==> src/include/asc_pkg.sv <==
`default_nettype none
package asc_pkg;
    // ------------------------------------------------------------------
    // register map (byte addresses, one 32-bit word each)
    // ------------------------------------------------------------------
    localparam int unsigned ADDR_W = 6;
    localparam logic [5:0] OFF_MODE0 = 6'h00;
    localparam logic [5:0] OFF_MODE1 = 6'h04;
    localparam logic [5:0] OFF_SLOT0 = 6'h10;
    localparam int unsigned NUM_SLOTS = 4;

    // mode register 0 fields
    localparam int unsigned M0_START_BIT = 0;
    localparam int unsigned M0_SCAN_BIT = 1;
    localparam int unsigned M0_REPEAT_BIT = 2;
    localparam int unsigned M0_PACING_BIT = 3;
    localparam int unsigned M0_BUSY_BIT = 6;
    localparam int unsigned M0_EOC_BIT = 7;

    // mode register 1 fields
    localparam int unsigned M1_CHSEL_LSB = 0;
    localparam int unsigned CHSEL_W = 3;
    localparam int unsigned M1_LIGHT_RUN_BIT = 4;
    localparam int unsigned M1_TRIG_EN_BIT = 5;
    localparam int unsigned M1_REF_ON_BIT = 7;

    // result slot layout: low byte {res[1:0], 0, flag}, high byte res[9:2]
    localparam int unsigned RES_W = 10;
    localparam int unsigned SLOT_FLAG_BIT = 0;
    localparam int unsigned SLOT_LO_LSB = 6;

    // ------------------------------------------------------------------
    // reset values
    // ------------------------------------------------------------------
    localparam logic [CHSEL_W-1:0] CHSEL_RST = 3'h0;
    localparam logic SCAN_RST = 1'b0;

    // ------------------------------------------------------------------
    // timing and pacing
    // ------------------------------------------------------------------
    // one conversion state is one peripheral clock, here ref_clk
    localparam int unsigned CONV_STATES = 84;
    localparam int unsigned CONV_CYCLES = CONV_STATES;
    localparam logic [1:0] PACE_LAST = 2'h3;

    // ------------------------------------------------------------------
    // bus answers and sequencer states
    // ------------------------------------------------------------------
    localparam logic [1:0] RESP_OKAY = 2'h0;
    localparam logic [1:0] RESP_SLVERR = 2'h2;

    typedef enum logic [2:0] {
        ST_IDLE = 3'h1,
        ST_CONV = 3'h2,
        ST_HALT = 3'h4
    } asc_state_type;
endpackage : asc_pkg
`default_nettype wire

==> src/design/asc_conv_timer.sv <==
`timescale 1ns/1ps
`default_nettype none

module asc_conv_timer #(
    parameter int unsigned CYCLES = asc_pkg::CONV_CYCLES
) (
    input wire logic ref_clk,
    input wire logic rst_n,
    input wire logic restart,
    input wire logic abort,
    output logic done,
    output logic running
);
    localparam int unsigned CNT_W = $clog2(CYCLES);
    // the registered done cycle is itself the last of the CYCLES states
    localparam logic [CNT_W-1:0] CNT_LAST = CNT_W'(CYCLES - 2);

    logic [CNT_W-1:0] cnt_r;
    logic run_r;
    logic done_r;
    wire at_last = run_r && (cnt_r == CNT_LAST);

    // restart wins over abort so a start in the halt cycle is not lost
    always_ff @(posedge ref_clk) begin
        if (!rst_n) begin
            cnt_r <= '0;
            run_r <= 1'b0;
            done_r <= 1'b0;
        end else begin
            done_r <= at_last && !restart && !abort;
            if (restart) begin
                cnt_r <= '0;
                run_r <= 1'b1;
            end else if (abort || at_last) begin
                run_r <= 1'b0;
            end else if (run_r) begin
                cnt_r <= cnt_r + CNT_W'(1);
            end
        end
    end

    assign done = done_r;
    assign running = run_r;
endmodule : asc_conv_timer

`default_nettype wire

==> src/design/asc_top.sv <==
// How it works
// - fixed mode converts the one input named by channel select 0..3
// - scan code n converts inputs 0..n ascending; codes 4..7 unused
// - reset clears scan and sets channel select to zero
// - start by software start bit or enabled trigger falling edge
// - busy flag set at start and held during conversion
// - software start during conversion aborts and restarts from the beginning
// - trigger falling edges ignored while converting
// - repeat and scan bits choose one of four modes
// - each completion sets end flag and, paced, raises end interrupt
// - fixed single: convert once, set end, clear busy, interrupt
// - scan single: whole scan once, then end, clear busy, interrupt
// - fixed repeat: busy held, interrupt each or every fourth conversion
// - scan repeat: rescan forever, end and interrupt per scan, busy held
// - clearing repeat finishes current work then clears busy
// - deep halt, or light halt without run bit, stops at once
// - after halt, repeat modes restart from first step; single stays stopped
// - one channel takes 84 peripheral clocks
// - fixed repeat rotates result slots 0..3; otherwise input n to slot n
// - slot stored flag in bit0 set on write, cleared on read
// - reading a result also clears the end flag
// - result left justified: upper 8 in high byte, lower 2 at bits 7:6
//
// The placing of the registers and register access over AXI4-Lite were decided locally.
`timescale 1ns/1ps
`default_nettype none

module asc_top (
    input wire logic ref_clk,
    input wire logic rst_n,
    input wire logic [asc_pkg::ADDR_W-1:0] s_axi_awaddr,
    input wire logic s_axi_awvalid,
    output logic s_axi_awready,
    input wire logic [31:0] s_axi_wdata,
    input wire logic [3:0] s_axi_wstrb,
    input wire logic s_axi_wvalid,
    output logic s_axi_wready,
    output logic [1:0] s_axi_bresp,
    output logic s_axi_bvalid,
    input wire logic s_axi_bready,
    input wire logic [asc_pkg::ADDR_W-1:0] s_axi_araddr,
    input wire logic s_axi_arvalid,
    output logic s_axi_arready,
    output logic [31:0] s_axi_rdata,
    output logic [1:0] s_axi_rresp,
    output logic s_axi_rvalid,
    input wire logic s_axi_rready,
    input wire logic ext_trigger_pin,
    input wire logic light_halt,
    input wire logic deep_halt_a,
    input wire logic [asc_pkg::RES_W-1:0] adc_data,
    output logic [1:0] analog_channel,
    output logic ref_switch_on,
    output logic conv_end_irq
);
    // ------------------------------------------------------------------
    // decode helpers
    // ------------------------------------------------------------------
    function automatic logic reg_hit(
        input logic [asc_pkg::ADDR_W-1:0] addr,
        input logic [5:0] off);
        reg_hit = (addr[asc_pkg::ADDR_W-1:2] == off[5:2]);
    endfunction : reg_hit

    function automatic logic slot_hit(
        input logic [asc_pkg::ADDR_W-1:0] addr);
        slot_hit = (addr[5:4] == asc_pkg::OFF_SLOT0[5:4]);
    endfunction : slot_hit

    // ------------------------------------------------------------------
    // state
    // ------------------------------------------------------------------
    logic aw_full_r, w_full_r, awready_r, wready_r, bvalid_r;
    logic arready_r, rvalid_r;
    logic [1:0] bresp_r, rresp_r;
    logic [asc_pkg::ADDR_W-1:0] aw_addr_r;
    logic [31:0] w_data_r, rdata_r;
    logic [3:0] w_strb_r;
    logic scan_r, repeat_r, pacing_r, light_run_r, trig_en_r, ref_on_r;
    logic [asc_pkg::CHSEL_W-1:0] chsel_r;
    logic busy_r, eoc_r, irq_r, trig_prev_r;
    logic [1:0] cur_ch_r, slot_ptr_r, pace_cnt_r;
    logic [asc_pkg::RES_W-1:0] res_r [asc_pkg::NUM_SLOTS];
    logic [asc_pkg::NUM_SLOTS-1:0] flag_r;
    asc_pkg::asc_state_type state_r, state_nxt;
    logic [1:0] cur_ch_nxt;
    logic tmr_restart, fresh_start;
    logic tmr_done, tmr_running;

    // ------------------------------------------------------------------
    // bus slave: write path
    // ------------------------------------------------------------------
    wire aw_hs = s_axi_awvalid && awready_r;
    wire w_hs = s_axi_wvalid && wready_r;
    wire wr_do = aw_full_r && w_full_r;
    wire aw_full_nxt = (aw_full_r || aw_hs) && !wr_do;
    wire w_full_nxt = (w_full_r || w_hs) && !wr_do;
    wire bvalid_nxt = wr_do || (bvalid_r && !s_axi_bready);
    wire wr_m0_hit = reg_hit(aw_addr_r, asc_pkg::OFF_MODE0);
    wire wr_m1_hit = reg_hit(aw_addr_r, asc_pkg::OFF_MODE1);
    wire wr_mapped = wr_m0_hit || wr_m1_hit || slot_hit(aw_addr_r);
    wire wr_m0 = wr_do && wr_m0_hit && w_strb_r[0];
    wire wr_m1 = wr_do && wr_m1_hit && w_strb_r[0];

    always_ff @(posedge ref_clk) begin
        if (!rst_n) begin
            aw_full_r <= 1'b0;
            w_full_r <= 1'b0;
            awready_r <= 1'b0;
            wready_r <= 1'b0;
            bvalid_r <= 1'b0;
            bresp_r <= asc_pkg::RESP_OKAY;
            aw_addr_r <= '0;
            w_data_r <= 32'h0;
            w_strb_r <= 4'h0;
        end else begin
            aw_full_r <= aw_full_nxt;
            w_full_r <= w_full_nxt;
            awready_r <= !aw_full_nxt && !bvalid_nxt;
            wready_r <= !w_full_nxt && !bvalid_nxt;
            bvalid_r <= bvalid_nxt;
            if (aw_hs) aw_addr_r <= s_axi_awaddr;
            if (w_hs) begin
                w_data_r <= s_axi_wdata;
                w_strb_r <= s_axi_wstrb;
            end
            if (wr_do) begin
                bresp_r <= wr_mapped ? asc_pkg::RESP_OKAY
                                     : asc_pkg::RESP_SLVERR;
            end
        end
    end

    // ------------------------------------------------------------------
    // bus slave: read path; a slot read clears its flag and the end flag
    // ------------------------------------------------------------------
    wire ar_hs = s_axi_arvalid && arready_r;
    wire rvalid_nxt = ar_hs || (rvalid_r && !s_axi_rready);
    wire rd_slot = ar_hs && slot_hit(s_axi_araddr);
    wire [1:0] rd_idx = s_axi_araddr[3:2];
    wire rd_m0 = reg_hit(s_axi_araddr, asc_pkg::OFF_MODE0);
    wire rd_m1 = reg_hit(s_axi_araddr, asc_pkg::OFF_MODE1);
    wire [7:0] mode0_word = {eoc_r, busy_r, 2'h0, pacing_r, repeat_r,
                             scan_r, 1'b0};
    wire [7:0] mode1_word = {ref_on_r, 1'b0, trig_en_r, light_run_r,
                             1'b0, chsel_r};
    wire [asc_pkg::RES_W-1:0] rd_res = res_r[rd_idx];
    // left justified so software can shift right by six for the value
    wire [15:0] slot_word = {rd_res[9:2], rd_res[1:0], 5'h00,
                             flag_r[rd_idx]};
    wire [31:0] rd_word = rd_m0 ? {24'h0, mode0_word}
                        : rd_m1 ? {24'h0, mode1_word}
                        : slot_hit(s_axi_araddr) ? {16'h0, slot_word}
                        : 32'h0;
    wire rd_mapped = rd_m0 || rd_m1 || slot_hit(s_axi_araddr);

    always_ff @(posedge ref_clk) begin
        if (!rst_n) begin
            arready_r <= 1'b0;
            rvalid_r <= 1'b0;
            rdata_r <= 32'h0;
            rresp_r <= asc_pkg::RESP_OKAY;
        end else begin
            arready_r <= !rvalid_nxt;
            rvalid_r <= rvalid_nxt;
            if (ar_hs) begin
                rdata_r <= rd_word;
                rresp_r <= rd_mapped ? asc_pkg::RESP_OKAY
                                     : asc_pkg::RESP_SLVERR;
            end
        end
    end

    // ------------------------------------------------------------------
    // control bits; mode written together with start takes effect at once
    // ------------------------------------------------------------------
    wire scan_nxt = wr_m0 ? w_data_r[asc_pkg::M0_SCAN_BIT] : scan_r;
    wire repeat_nxt = wr_m0 ? w_data_r[asc_pkg::M0_REPEAT_BIT] : repeat_r;
    wire [asc_pkg::CHSEL_W-1:0] chsel_nxt =
        wr_m1 ? w_data_r[asc_pkg::M1_CHSEL_LSB +: asc_pkg::CHSEL_W]
              : chsel_r;
    wire sw_start_wr = wr_m0 && w_data_r[asc_pkg::M0_START_BIT];

    always_ff @(posedge ref_clk) begin
        if (!rst_n) begin
            scan_r <= asc_pkg::SCAN_RST;
            chsel_r <= asc_pkg::CHSEL_RST;
            repeat_r <= 1'b0;
            pacing_r <= 1'b0;
            light_run_r <= 1'b0;
            trig_en_r <= 1'b0;
            ref_on_r <= 1'b0;
        end else begin
            scan_r <= scan_nxt;
            repeat_r <= repeat_nxt;
            chsel_r <= chsel_nxt;
            if (wr_m0) pacing_r <= w_data_r[asc_pkg::M0_PACING_BIT];
            if (wr_m1) begin
                light_run_r <= w_data_r[asc_pkg::M1_LIGHT_RUN_BIT];
                trig_en_r <= w_data_r[asc_pkg::M1_TRIG_EN_BIT];
                ref_on_r <= w_data_r[asc_pkg::M1_REF_ON_BIT];
            end
        end
    end

    // ------------------------------------------------------------------
    // start, halt and completion decode
    // ------------------------------------------------------------------
    wire halt_stop = deep_halt_a || (light_halt && !light_run_r);
    wire trig_fall = trig_prev_r && !ext_trigger_pin;
    wire trig_start = trig_en_r && trig_fall && !busy_r;
    wire start_req = (sw_start_wr || trig_start) && !halt_stop;
    // only the low two bits of channel select matter; codes 4..7 are unused
    wire [1:0] first_ch = scan_nxt ? 2'h0 : chsel_nxt[1:0];
    wire last_in_scan = !scan_r || (cur_ch_r == chsel_r[1:0]);
    wire step_next = tmr_done && !last_in_scan;
    wire complete = tmr_done && last_in_scan;
    wire fixed_rep = repeat_r && !scan_r;
    wire irq_ok = !fixed_rep || !pacing_r
                  || (pace_cnt_r == asc_pkg::PACE_LAST);
    wire [1:0] wr_idx = fixed_rep ? slot_ptr_r : cur_ch_r;
    wire tmr_abort = (state_r == asc_pkg::ST_CONV) && halt_stop;

    // ------------------------------------------------------------------
    // sequencer
    // ------------------------------------------------------------------
    always_comb begin
        state_nxt = state_r;
        cur_ch_nxt = cur_ch_r;
        tmr_restart = 1'b0;
        fresh_start = 1'b0;
        case (state_r)
            asc_pkg::ST_IDLE: begin
                if (start_req) begin
                    state_nxt = asc_pkg::ST_CONV;
                    cur_ch_nxt = first_ch;
                    tmr_restart = 1'b1;
                    fresh_start = 1'b1;
                end
            end
            asc_pkg::ST_CONV: begin
                if (halt_stop) begin
                    // single modes stay stopped once the halt ends
                    state_nxt = repeat_r ? asc_pkg::ST_HALT
                                         : asc_pkg::ST_IDLE;
                end else if (start_req) begin
                    cur_ch_nxt = first_ch;
                    tmr_restart = 1'b1;
                    fresh_start = 1'b1;
                end else if (step_next) begin
                    cur_ch_nxt = cur_ch_r + 2'h1;
                    tmr_restart = 1'b1;
                end else if (complete) begin
                    if (repeat_r) begin
                        cur_ch_nxt = first_ch;
                        tmr_restart = 1'b1;
                    end else begin
                        state_nxt = asc_pkg::ST_IDLE;
                    end
                end
            end
            asc_pkg::ST_HALT: begin
                if (!repeat_r) begin
                    state_nxt = asc_pkg::ST_IDLE;
                end else if (!halt_stop) begin
                    state_nxt = asc_pkg::ST_CONV;
                    cur_ch_nxt = first_ch;
                    tmr_restart = 1'b1;
                    fresh_start = 1'b1;
                end
            end
            default: begin
                state_nxt = asc_pkg::ST_IDLE;
            end
        endcase
    end

    always_ff @(posedge ref_clk) begin
        if (!rst_n) begin
            state_r <= asc_pkg::ST_IDLE;
            busy_r <= 1'b0;
            cur_ch_r <= 2'h0;
            trig_prev_r <= 1'b1;
        end else begin
            state_r <= state_nxt;
            busy_r <= (state_nxt != asc_pkg::ST_IDLE);
            cur_ch_r <= cur_ch_nxt;
            trig_prev_r <= ext_trigger_pin;
        end
    end

    // ------------------------------------------------------------------
    // end flag, interrupt pulse, pacing and slot rotation
    // ------------------------------------------------------------------
    always_ff @(posedge ref_clk) begin
        if (!rst_n) begin
            eoc_r <= 1'b0;
            irq_r <= 1'b0;
            slot_ptr_r <= 2'h0;
            pace_cnt_r <= 2'h0;
        end else begin
            // a completion in the cycle of a result read still sets the flag
            eoc_r <= complete || (eoc_r && !rd_slot);
            irq_r <= complete && irq_ok;
            if (fresh_start) begin
                slot_ptr_r <= 2'h0;
                pace_cnt_r <= 2'h0;
            end else if (tmr_done && fixed_rep) begin
                slot_ptr_r <= slot_ptr_r + 2'h1;
                pace_cnt_r <= pace_cnt_r + 2'h1;
            end
        end
    end

    // ------------------------------------------------------------------
    // result slots; results carry no reset, only their flags do
    // ------------------------------------------------------------------
    always_ff @(posedge ref_clk) begin
        if (tmr_done) res_r[wr_idx] <= adc_data;
    end

    always_ff @(posedge ref_clk) begin
        if (!rst_n) begin
            flag_r <= '0;
        end else begin
            for (int i = 0; i < asc_pkg::NUM_SLOTS; i++) begin
                flag_r[i] <= (tmr_done && wr_idx == 2'(i))
                             || (flag_r[i] && !(rd_slot
                                 && rd_idx == 2'(i)));
            end
        end
    end

    asc_conv_timer #(
        .CYCLES(asc_pkg::CONV_CYCLES)
    ) u_timer (
        .ref_clk(ref_clk),
        .rst_n(rst_n),
        .restart(tmr_restart),
        .abort(tmr_abort),
        .done(tmr_done),
        .running(tmr_running)
    );

    assign s_axi_awready = awready_r;
    assign s_axi_wready = wready_r;
    assign s_axi_bvalid = bvalid_r;
    assign s_axi_bresp = bresp_r;
    assign s_axi_arready = arready_r;
    assign s_axi_rvalid = rvalid_r;
    assign s_axi_rdata = rdata_r;
    assign s_axi_rresp = rresp_r;
    assign analog_channel = cur_ch_r;
    assign ref_switch_on = ref_on_r;
    assign conv_end_irq = irq_r;
endmodule : asc_top

`default_nettype wire

==> config.mk <==
export PLATFORM = sky130hd
export DESIGN_NAME = asc_top
export DESIGN_NICKNAME = d
export VERILOG_FILES = /design/src/include/asc_pkg.sv /design/src/design/asc_conv_timer.sv /design/src/design/asc_top.sv
export SDC_FILE = /design/constraint.sdc
export NUM_CORES = 1
export LEC_CHECK = 0
export BUFFER_PORTS_ARGS = -buffer_cell sky130_fd_sc_hd__buf_2
export CAP_MARGIN = 20
export CORE_AREA = 2 2 130 132
export CTS_CLUSTER_SIZE = 28
export DETAILED_ROUTE_END_ITERATION = 6
export DIE_AREA = 0 0 132 134
export PLACE_DENSITY = 0.55
export SYNTH_ARGS = -nofsm -noshare
export SYNTH_HDL_FRONTEND = slang
export SYNTH_SLANG_ARGS = --single-unit
export TNS_END_PERCENT = 50
==> constraint.sdc <==
create_clock -name ref_clk -period 2.6 [get_ports ref_clk]
set_input_delay 0 -clock ref_clk [delete_from_list [all_inputs] [get_ports ref_clk]]
set_output_delay 0 -clock ref_clk [all_outputs]
set_load 0.05 [all_outputs]
Word level (Yosys, flattened, before mapping)
Memory sizes are Yosys's and may differ from the RTL's.
Cells that the tools add are included.
W data, S select, Z words.
- register bits: 93
- bits in latches: 0
- bits in writable memories: 40
- memory bits (read-only): 0
- input bits: 68
- output and inout bits: 45
- logic and storage cells: 203
- memories: 1
- add/subtract/negate cells: 4
- $mul: 0
- divide/modulo/power cells: 0
- $lt $le $gt $ge: 1
- eq/ne operators: 23
- shifts and indexed selects: 0
- muxes and demuxes: 45
- bitwise logic cells: 2
- reductions and logical operators: 94
- memories (name ; depth ; bits a word ; rd ports ; clocked after memory_dff ; write ports ; line ; RTL):
    res_r ; 4 ; 10 ; 1 ; 0 ; 1 ; asc_top.sv:83 ; logic [asc_pkg::RES_W-1:0] res_r [asc_pkg::NUM_SLOTS];
- operator list (cell ; number):
    $mux W16 ; 3
    $logic_and A1 B1 Y1 ; 43
    $mux W3 ; 9
    $mux W2 ; 13
    $logic_not A1 Y1 ; 22
    $logic_or A1 B1 Y1 ; 19
    $mux W1 ; 15
    $eq A2 B2 Y1 const B ; 5
    $pmux W3 S3 ; 1
    $eq A2 B1 Y1 const B ; 4
    $eq A4 B1 Y1 const B ; 2
    $logic_not A4 Y1 ; 2
    $ne A2 B2 Y1 const B ; 4
    $ne A4 B4 Y1 const B ; 2
    $add A7 B1 Y7 const B ; 1
    $eq A7 B7 Y1 const B ; 1
    $reduce_and A7 Y1 ; 1
    $add A2 B1 Y2 const B ; 3
    $pmux W1 S3 ; 2
    $pmux W2 S3 ; 1
    $logic_not A2 Y1 ; 2
    $reduce_or A2 Y1 ; 2
    $eq A3 B1 Y1 const B ; 1
    $eq A3 B2 Y1 const B ; 1
    9 further kinds ; 10

Depth between registers and ports, before layout
Gate-level depths: netlist (run 1).
- depth after elaboration: 12
- gate-level depth with buffers: 8
- mapped depth without buffers: 8

Hierarchy
From an unflattened synthesis (run 1), not the netlist that was laid out.
- cell total of the unflattened synthesis: 431
- area total of the unflattened synthesis: 4842.1 um^2
- by module, submodules not included (module ; times used ; cells an instance ; area each (um^2) ; sequential area each (um^2)):
    asc_top ; 1 ; 384 ; 4405.5 ; 2462.4
    asc_conv_timer ; 1 ; 47 ; 436.7 ; 180.2

Worst setup path after synthesis (run 1)
No wires, ideal clock.
- path kind: flip-flop to flip-flop
- start: reg cur_ch_r[1], in the netlist analog_channel[1]
- end: reg cur_ch_r[0], in the netlist analog_channel[0]
- setup time: 0.074 ns
- data arrival time: 2.213 ns
- data required time: 2.526 ns
- setup slack: 0.313 ns
- cell stages (with the launch flop): 8
- buffers on the path: 1
- clock period less this slack: 2.287 ns
- cells stage by stage: dfxtp_1 buf_2 xor2_1 o21ai_2 a2111o_1 and2_4 or3_1 a31oi_1
- word-level cells in the longest chain between the ends: 8
- elaborated cells between the ends (all ways): 12
- those cells by class: eq/ne: 3; mux: 4; reduce/logical: 5
- RTL lines (element ; line ; RTL):
    start, declared ; asc_top.sv:82 ; logic [1:0] cur_ch_r, slot_ptr_r, pace_cnt_r;
    start signal, assigned ; asc_top.sv:287 ; cur_ch_r <= cur_ch_nxt;
    $eq A2 B2 Y1 * ; asc_top.sv:215 ; wire last_in_scan = !scan_r || (cur_ch_r == chsel_r[1:0]);
    $logic_or A1 B1 Y1 * ; asc_top.sv:215 ;
    $logic_not A1 Y1 ; asc_top.sv:216 ; wire step_next = tmr_done && !last_in_scan;
    $logic_and A1 B1 Y1 ; asc_top.sv:216 ;
    $mux W2 ; asc_top.sv:250 ; end else if (step_next) begin
    $mux W2 ; asc_top.sv:246 ; end else if (start_req) begin
    $mux W2 ; asc_top.sv:242 ; if (halt_stop) begin
    $pmux W2 S3 ; asc_top.sv:232 ; case (state_r)
Every way passes the cells marked *; elsewhere a longest branch is shown, timed or not. The select of a mux whose other input is x is not followed.
A chain may end at the register's enable or synchronous reset.

Worst setup path in the final report (run 1)
- start: reg aw_addr_r[5] (netlist name)
- end: reg cur_ch_r[0], in the netlist analog_channel[0]
- word-level cells in the longest chain between the ends: 11
- elaborated cells between the ends (all ways): 25
- those cells by class: eq/ne: 4; mux: 12; reduce/logical: 9
- RTL lines (element ; line ; RTL):
    start, declared ; asc_top.sv:76 ; logic [asc_pkg::ADDR_W-1:0] aw_addr_r;
    start signal, assigned ; asc_top.sv:122 ; if (aw_hs) aw_addr_r <= s_axi_awaddr;
    $eq A4 B1 Y1 / $logic_not A4 Y1 (equally long branches) ; asc_top.sv:62 ; reg_hit = (addr[asc_pkg::ADDR_W-1:2] == off[5:2]);
    $logic_and A1 B1 Y1 (on tied branches) (2 in series) ; asc_top.sv:103, asc_top.sv:102 ;
    $mux W2 / $mux W1 (equally long branches) ; asc_top.sv:180, asc_top.sv:177 ;
    $mux W2 ; asc_top.sv:214 ; wire [1:0] first_ch = scan_nxt ? 2'h0 : chsel_nxt[1:0];
    $mux W2 ; asc_top.sv:254 ; if (repeat_r) begin
    $mux W2 ; asc_top.sv:253 ; end else if (complete) begin
    $mux W2 ; asc_top.sv:250 ;
    $mux W2 ; asc_top.sv:246 ;
    $mux W2 ; asc_top.sv:242 ;
    $pmux W2 S3 ; asc_top.sv:232 ;
Parallel ways exist; a longest one is shown, timed or not. The select of a mux whose other input is x is not followed.

==> results.toml, run 1 <==
[global_routing]
overflow = 0
grt_use_total = 0.127
grt_pass1_wl_um = 17500
grt_max_degree = 36
antenna_found_initial = 0
grt_pass1_vias = 3452

[synthesis]
synth_top_area_cell = "dfxtp_1"
synth-seq-area-share = 0.565
synthArstFlopShare = 0
synth_area_mm2 = 0.00467
synth_top_cells_by_count = "72 x dfxtp_1, 47 x nor2_1, 40 x a21oi_1, 40 x edfxtp_1, 38 x nand2_1"
synth-edff-count = 40
synth_top_area_frac = 0.308
ys_ff_latch = 112
synth.top_cells.by_area = "dfxtp_1 31%, edfxtp_1 26%, mux4_2 5.3%, a21oi_1 4.3%, nor2_1 3.8%"
synth_flop_cell = "dfxtp_1"
synthCells = 437
synth.most_common_cell = "dfxtp_1"
syn_area_per_cell_um2 = 10.7
synth_cell_types = 53
synth_warnings = 0

[placed_design]
dp_cells = 708
hpwl_um = 7560
numPortBuffers = 62
gp_congestion = 0.787

[min_path]
hold_path_depth = 3
min_to = "w_data_r[2]"
hp-class = "in -> reg"
min_from = "s_axi_wvalid"

[floorplanning]
core_mm2 = 0.0163
dieArea_mm2 = 0.0177
fp.dieW_um = 132
start_util = 0.287
dieHeight_um = 134
ios = 113
placementRows = 47

[clock_network]
ctsResizeCount = 0
cts_buffer_depth = 2
clk_latency_ns = 0.35
root_buffer = "clkbuf_16"
holdBufCountCts = 31
htree_levels = 3
cts_post_setup_buffers_inserted = 0
clk_pin_slew_ns = 0.08
clock_sinks = 112
cts_tree = "yes"
cts_made_buffers = 9

[run_status]
outcome = "finished clean"

[critical_path]
crit_path_frequent_cell = "nor3_1"
crit_buf_inv = 0
cp_slowest_stage_delay_ns = 0.41
arrival_ns = 2.44
r2r_cells = 6
path_class = "reg -> reg"
crit-reg2reg-launch = "aw_addr_r[5]"
start_kind = "flop"
path_max_fanout = 5
crit_chain = "nor4b_4, a41oi_1, nor3_1, nor3_1, or3_1, a31oi_1"
worst_ep_required_time_ns = 2.87
slowest_stage = "nor3_1"
reg2reg_slack_ns = 0.43
cp_top_family = "simple AND/OR/NAND/NOR gates"
end_kind = "flop"
rr_endpoint = "analog_channel[0]"

[cells_and_area]
n_fill_cell = 1635
fin_cells = 755
diodes = 0
areaGrowthSynthToFinish_pct = 23.8
fin_nets = 601
final_layout_size_suffix_gt1_frac = 0.196

[route]
routedWlPerCell_um = 14.4
post-route-drc-count = 0
drtPass1Iterations = 4
detail-route-antenna-nets = 0
dr_total_vias = 3514
drt_iter0_drc = 202
drt-total-wl_um = 10900
via_per_inst = 4.65

[pwr]
power_density_mw_per_mm2 = 616
p_int_uw = 2700
p_switching_uw = 872
switching_share = 0.245
combPwrFrac = 0.088
pwr-share-seq = 0.522
clkPwrFrac = 0.390
ir_worst_vdd_uv = 466
p_leak_uw = 0.00218

[job]
drv_cap = 0

[timing]
worst_pin_slew_ns = 0.661
timing.hold.ws_ns = 0.0165
fin_crit_sh = 0.834
clock_skew_ns = 0.00924
fin_crit_ns = 2.17
rsz0062_at_grt = "false"
final_hold_viol_count = 0
final.setup.tns_ns = 0
fmax_mhz = 461
drv_slew = 0
setup_viol = 0
slew_headroom = 0.556
## registers in the layout (all words and copies together) (netlist names), 2 cells and up
register	count
slot_ptr_r	2
aw_addr_r	4
chsel_r	3
res_r	40
flag_r	4
pace_cnt_r	2
s_axi_rdata	16
analog_channel	2
u_timer.cnt_r	7
state_r	3
w_data_r	7
## cell families after synthesis
group / count (synthesis) / share of synthesized area
buffers and inverters: 52 / 0.0602
DFF: 112 / 0.565
xor gates and xnor gates: 11 / 0.0206
muxes: 20 / 0.0725
and+or+nand+nor: 153 / 0.158
AOI/OAI and AO/OA: 85 / 0.114
other: 1 / 0.000802
adders and majority gates: 3 / 0.00803
## cell type report
class	count	area, µm²	area share
tap	220	275	0.0475
clock buffer	9	225	0.0389
inverter	12	45.0	0.00778
sequential	112	2640	0.456
clock inverter	7	76.3	0.0132
multi-input combinational	290	1810	0.313
timing repair buffer	105	711	0.123
## layout by cell type (no fill, tap or decap), types with 2 or more instances in the layout
cell type,instances
dfxtp_1,72
buf_2,62
nor2_1,47
a21oi_1,40
edfxtp_1,40
nand2_1,38
dlygate4sd3_1,31
nand3_1,25
conb_1,18
nor3_1,14
inv_1,12
buf_4,12
o21ai_0,11
mux4_2,11
a22oi_1,9
clkbuf_16,9
mux2i_1,8
xor2_1,6
xnor2_1,5
a221oi_1,4
nor2b_1,3
and2_1,3
nand3b_1,3
or3_1,3
nand2b_1,3
and3_1,3
ha_1,3
nor4b_1,2
o211ai_1,2
a21boi_0,2
nor4bb_1,2
nor4_1,2
a31oi_1,2
clkinv_4,2
## power by group through the flow
stage / registers (µW) / logic, µW / clock network, µW
6_report: 1860 / 315 / 1390
5_1_grt: 1860 / 340 / 1500
4_1_cts: 1860 / 317 / 1430
3_5_place_dp: 1900 / 282 / 0
3_3_place_gp: 1900 / 275 / 0
2_1_floorplan: 1940 / 180 / 0
## how the worst max path moves through the flow
stage / to / slack, ns / from / cells past startpoint
floorplan: analog_channel[0] / 0.31 / analog_channel[1] / 7
finish: analog_channel[0] / 0.43 / aw_addr_r[5] / 6
detailed placement: analog_channel[0] / 0.53 / aw_addr_r[5] / 6
CTS: analog_channel[0] / 0.43 / aw_addr_r[5] / 6
global route: analog_channel[0] / 0.23 / aw_addr_r[5] / 6
global placement: analog_channel[0] / 0.58 / aw_addr_r[5] / 6
## worst min-delay path, stage by stage
cell     delay, ns
buf_2         0.16
nand3_1       0.10
a21oi_1       0.06
## routing by layer
metal  vias up  GRT usage  part of all wire
met4         0     0.0338             0.015
met2       111      0.214              0.49
li1       1724          -                 -
met1      1668      0.154              0.44
met5         -          0                 0
met3        11     0.0442             0.060
## through the flow
| step | power, µW | worst slack (ns) | util | area, µm² |
|---|---|---|---|---|
| final | 3570 | 0.432 | 0.355 | 5790 |
| after global routing | 3710 | 0.234 | 0.355 | 5790 |
| after CTS | 3610 | 0.428 | 0.355 | 5790 |
| after detailed placement | 2180 | 0.534 | 0.318 | 5180 |
| after global placement | 2180 | 0.582 | 0.318 | 5180 |
| after floorplan | 2120 | 0.313 | - | 4740 |
Note: power is estimated with default switching activity, not from simulation.
==> inputs of run 2 (changes only) <==
==> constraint.sdc (replaced) <==
create_clock -name ref_clk -period 2.1 [get_ports ref_clk]
set_input_delay 0 -clock ref_clk [delete_from_list [all_inputs] [get_ports ref_clk]]
set_output_delay 0 -clock ref_clk [all_outputs]
set_load 0.05 [all_outputs]
==> run 2 against run 1 <==
Core utilization increased by 0.58 points. Highest routed layer unchanged. Global-route usage increased by 0.27 points. Total power increased by 24%.
==> results.toml, run 2 (synthesis gave the netlist of run 1 again) <==
[timing]
setup_viol = 0
final_hold_viol_count = 0
fin_crit_sh = 0.943
final.setup.tns_ns = 0
drv_slew = 0
fmax_mhz = 505
fin_crit_ns = 1.98
clock_skew_ns = 0.00803
rsz0062_at_grt = "false"

[route]
post-route-drc-count = 0
drtPass1Iterations = 4
detail-route-antenna-nets = 0
drt_iter0_drc = 192
routedWlPerCell_um = 14.2
via_per_inst = 4.58
drt-total-wl_um = 10900
dr_total_vias = 3520

[min_path]
hp-class = "in -> reg"

[pwr]
p_leak_uw = 0.00224
p_switching_uw = 1070
combPwrFrac = 0.090
p_total_uw = 4410
ir_worst_vdd_uv = 539
switching_share = 0.242
clkPwrFrac = 0.387
p_int_uw = 3340
power_density_mw_per_mm2 = 749
pwr-share-seq = 0.523

[cells_and_area]
final_common_cell = "dfxtp_1"
final_layout_size_suffix_gt1_frac = 0.214
diodes = 0
layout_common_cells = "70 x dfxtp_1, 62 x buf_2, 47 x nor2_1"
areaGrowthSynthToFinish_pct = 25.9
largest_reg_flops = 40
top_register = "res_r"
fin_nets = 614
n_fill_cell = 1648

[placed_design]
hpwl_um = 7700
numPortBuffers = 62
gp_congestion = 0.790

[critical_path]
worst_ep_required_time_ns = 2.37
end_kind = "flop"
arrival_ns = 2.25
path_max_fanout = 8
start_kind = "flop"
path_class = "reg -> reg"

[floorplanning]
fp.dieW_um = 132
start_util = 0.287
ios = 113
dieArea_mm2 = 0.0177
core_mm2 = 0.0163
placementRows = 47
dieHeight_um = 134

[clock_network]
htree_levels = 3
cts_post_setup_buffers_inserted = 0
root_buffer = "clkbuf_16"
clk_pin_slew_ns = 0.07
cts_buffer_depth = 2
cts_tree = "yes"
cts_made_buffers = 9
clk_latency_ns = 0.35
clock_sinks = 112

[global_routing]
grt_use_total = 0.129
grt_pass1_vias = 3591
grt_max_degree = 29
antenna_found_initial = 0
overflow = 0
grt_pass1_wl_um = 18000

[job]
drv_cap = 0

[run_status]
outcome = "finished clean"
## run 2: cell types whose count changed in the layout (fill, tap and decap cells not counted)
cell,change
buf_4,+12
clkinv_4,-2
dfxtp_1,-2
dfxtp_2,+2
a21boi_0,-1
a21boi_1,+1
clkbuf_1,+1
clkinv_1,+1
clkinvlp_2,-1
clkinvlp_4,+1
dlygate4sd3_1,+1
## run 2: stage by stage
step	hold slack, ns	area [µm²]	std cells	setup WS, ns	utilization
final	0.00348	5880	768	0.120	0.361
after global routing	0.0121	5880	768	0.00705	0.361
after CTS	0.000189	5880	768	0.114	0.361
after global placement	0.210	5270	720	0.199	0.323
after floorplan	0.0730	4740	454	-0.0688	-
after detailed placement	0.220	5270	720	0.152	0.323
## run 2: per-layer routing
layer / track usage / share of wire / vias to the layer above
li1: - / - / 1751
met1: 0.160 / 0.45 / 1679
met2: 0.213 / 0.47 / 78
met3: 0.0446 / 0.060 / 12
met4: 0.0411 / 0.015 / 0
met5: 0 / 0 / -
## run 2: power by group through the flow
stage	combinational (µW)	clock [µW]	sequential, µW
2_1_floorplan	223	0	2400
5_1_grt	431	1850	2310
3_3_place_gp	349	0	2350
6_report	397	1710	2300
4_1_cts	399	1750	2300
3_5_place_dp	353	0	2350
## run 2: critical path, cell delays in order, from the launching register on
cell and delay [ns]:
dfxtp_2 0.41, xor2_1 0.19, o21ai_2 0.11, a2111o_1 0.47, and2_4 0.17, or3_1 0.38
a31oi_1 0.17
## run 2: final cells by class
class | count | area (µm²) | area share
Clock buffer | 10 | 229 | 0.0389
Clock inverter | 6 | 65.1 | 0.0111
Inverter | 12 | 45.0 | 0.00765
Multi-Input combinational cell | 290 | 1810 | 0.308
Sequential cell | 112 | 2650 | 0.450
Tap cell | 220 | 275 | 0.0468
Timing Repair Buffer | 118 | 811 | 0.138
## run 2: final timing paths
path                           from                 to  slack (ns)  depth (start not counted)
setup / recovery  analog_channel[1]  analog_channel[0]        0.12                          6
hold / removal         s_axi_wvalid        w_data_r[5]       0.003                          3
setup reg to reg  analog_channel[1]  analog_channel[0]        0.12                          6
hold reg to reg      s_axi_rdata[4]     s_axi_rdata[4]        0.46                          2
## run 2: timing repair
item,CTS,global route
hold buffers,32,0
endpoints found under the setup margin,0,1
endpoints found under the hold margin,57,0
gates resized for setup,0,1
==> inputs of run 3 (changes only) <==
--- a/config.mk
+++ b/config.mk
@@ -8,6 +8,7 @@
 export BUFFER_PORTS_ARGS = -buffer_cell sky130_fd_sc_hd__buf_2
 export CAP_MARGIN = 20
 export CORE_AREA = 2 2 130 132
+export CTS_BUF_LIST = sky130_fd_sc_hd__clkbuf_2
 export CTS_CLUSTER_SIZE = 28
 export DETAILED_ROUTE_END_ITERATION = 6
 export DIE_AREA = 0 0 132 134
==> run 3 against run 2 <==
Core utilization rose by 0.79 points. First-iteration DRC count grew 2.6%. Cell count grew 4.0%. Critical path type unchanged. Combinational power rose by 11%. Highest routed layer unchanged.
==> results.toml, run 3 (synthesis gave the netlist of run 1 again) <==
[floorplanning]
dieArea_mm2 = 0.0177
fp.dieW_um = 132
placementRows = 47
core_mm2 = 0.0163
ios = 113
dieHeight_um = 134
start_util = 0.287

[timing]
fmax_mhz = 502
fin_crit_sh = 0.949
final_hold_viol_count = 0
clock_skew_ns = 0.0316
setup_viol = 0
timing.hold.ws_ns = 0.103
rsz0062_at_grt = "false"
drv_slew = 0
fin_crit_ns = 1.99

[critical_path]
crit-reg2reg-launch = "aw_addr_r[5]"
path_max_fanout = 5
end_kind = "flop"
start_kind = "flop"
arrival_ns = 2.54
worst_ep_required_time_ns = 2.65
path_class = "reg -> reg"
reg2reg_slack_ns = 0.11
r2r_cells = 6
rr_endpoint = "analog_channel[0]"

[cells_and_area]
final_util = 0.369
final_common_cell = "dfxtp_1"
final_layout_size_suffix_gt1_frac = 0.208
multi_input_comb_area_mm2 = 0.00181
fin_nets = 644
areaGrowthSynthToFinish_pct = 28.6
top_register = "res_r"
regArea_mm2 = 0.00265
n_fill_cell = 1654
largest_reg_flops = 40
layout_common_cells = "68 x dfxtp_1, 62 x dlygate4sd3_1, 62 x buf_2"

[route]
routedWlPerCell_um = 14.0
dr_total_vias = 3638
drtPass1Iterations = 4
drt-total-wl_um = 11200
detail-route-antenna-nets = 0
drt_iter0_drc = 197
via_per_inst = 4.55
post-route-drc-count = 0

[min_path]
min_to = "res_r[2][5]"
hold_path_depth = 2
min_from = "adc_data[5]"
hp-class = "in -> reg"

[pwr]
p_total_uw = 3740
p_leak_uw = 0.00232
switching_share = 0.269
clkPwrFrac = 0.264
combPwrFrac = 0.117
pwr-share-seq = 0.618
ir_worst_vdd_uv = 496
p_switching_uw = 1000
power_density_mw_per_mm2 = 622
p_int_uw = 2730

[clock_network]
cts_buffer_depth = 2
clk_pin_slew_ns = 0.30
cts_tree = "yes"
root_buffer = "clkbuf_2"
cts_made_buffers = 9
clock_sinks = 112
htree_levels = 3
clk_latency_ns = 0.62

[global_routing]
grt_max_degree = 29
overflow = 0
antenna_found_initial = 1
grt_pass1_wl_um = 18500
grt_pass1_vias = 3738
grt_use_total = 0.133

[placed_design]
numPortBuffers = 62
hpwl_um = 7700
gp_congestion = 0.790

[job]
drv_cap = 0

[run_status]
outcome = "finished clean"
[run 3: how the worst max path moves through the flow]
stage	start	endpoint	slack [ns]	cells past startpoint
final	aw_addr_r[5]	analog_channel[0]	0.11	6
after global routing	aw_addr_r[5]	analog_channel[0]	0.003	6
after CTS	chsel_r[1]	analog_channel[0]	0.07	6
after detailed placement	analog_channel[1]	analog_channel[0]	0.15	6
after global placement	analog_channel[1]	analog_channel[0]	0.20	6
after floorplan	analog_channel[0]	analog_channel[0]	-0.07	6
[run 3: power groups by stage]
| stage | clock network, µW | logic, µW | registers (µW) |
|---|---|---|---|
| after detailed placement | 0 | 353 | 2350 |
| after global routing | 1110 | 475 | 2320 |
| after CTS | 1040 | 438 | 2310 |
| after floorplan | 0 | 223 | 2400 |
| final | 989 | 439 | 2310 |
| after global placement | 0 | 349 | 2350 |
[run 3: timing repair]
action,in CTS,in global routing
setup endpoints to repair,0,5
gates resized for setup,0,4
hold buffers,62,0
hold endpoints to repair,98,0
buffers inserted,0,0
[run 3: final cells by class]
cell class	count	share of cell area
Sequential cell	112	0.441
Multi-Input combinational cell	290	0.302
Timing Repair Buffer	148	0.185
Tap cell	220	0.0458
Clock inverter	6	0.0108
Clock buffer	10	0.00832
Inverter	12	0.00749
Antenna cell	1	0.000416
[run 3: metal layers]
| layer | vias up | wire (µm) | share of wire | GRT usage |
|---|---|---|---|---|
| li1 | 1814 | - | - | - |
| met2 | 83 | 5280 | 0.47 | 0.221 |
| met3 | 8 | 619 | 0.056 | 0.0457 |
| met5 | - | 0 | 0 | 0 |
| met4 | 0 | 136 | 0.012 | 0.0374 |
| met1 | 1733 | 5110 | 0.46 | 0.164 |
[run 3: worst max-delay path: stages (launching register included)]
cell	delay [ns]
dfxtp_1	0.40
nor4b_4	0.38
a41oi_1	0.20
nor3_1	0.26
nor3_1	0.15
or3_1	0.38
a31oi_1	0.17
[run 3: through the flow]
step                      cells  TNS, ns  cell area (µm²)  worst slack, ns
after CTS                   798        0             6000           0.0674
after detailed placement    720        0             5270            0.152
after global routing        799        0             6010          0.00314
after global placement      720        0             5270            0.199
after floorplan             454  -0.0688             4740          -0.0688
final                       799        0             6010            0.106
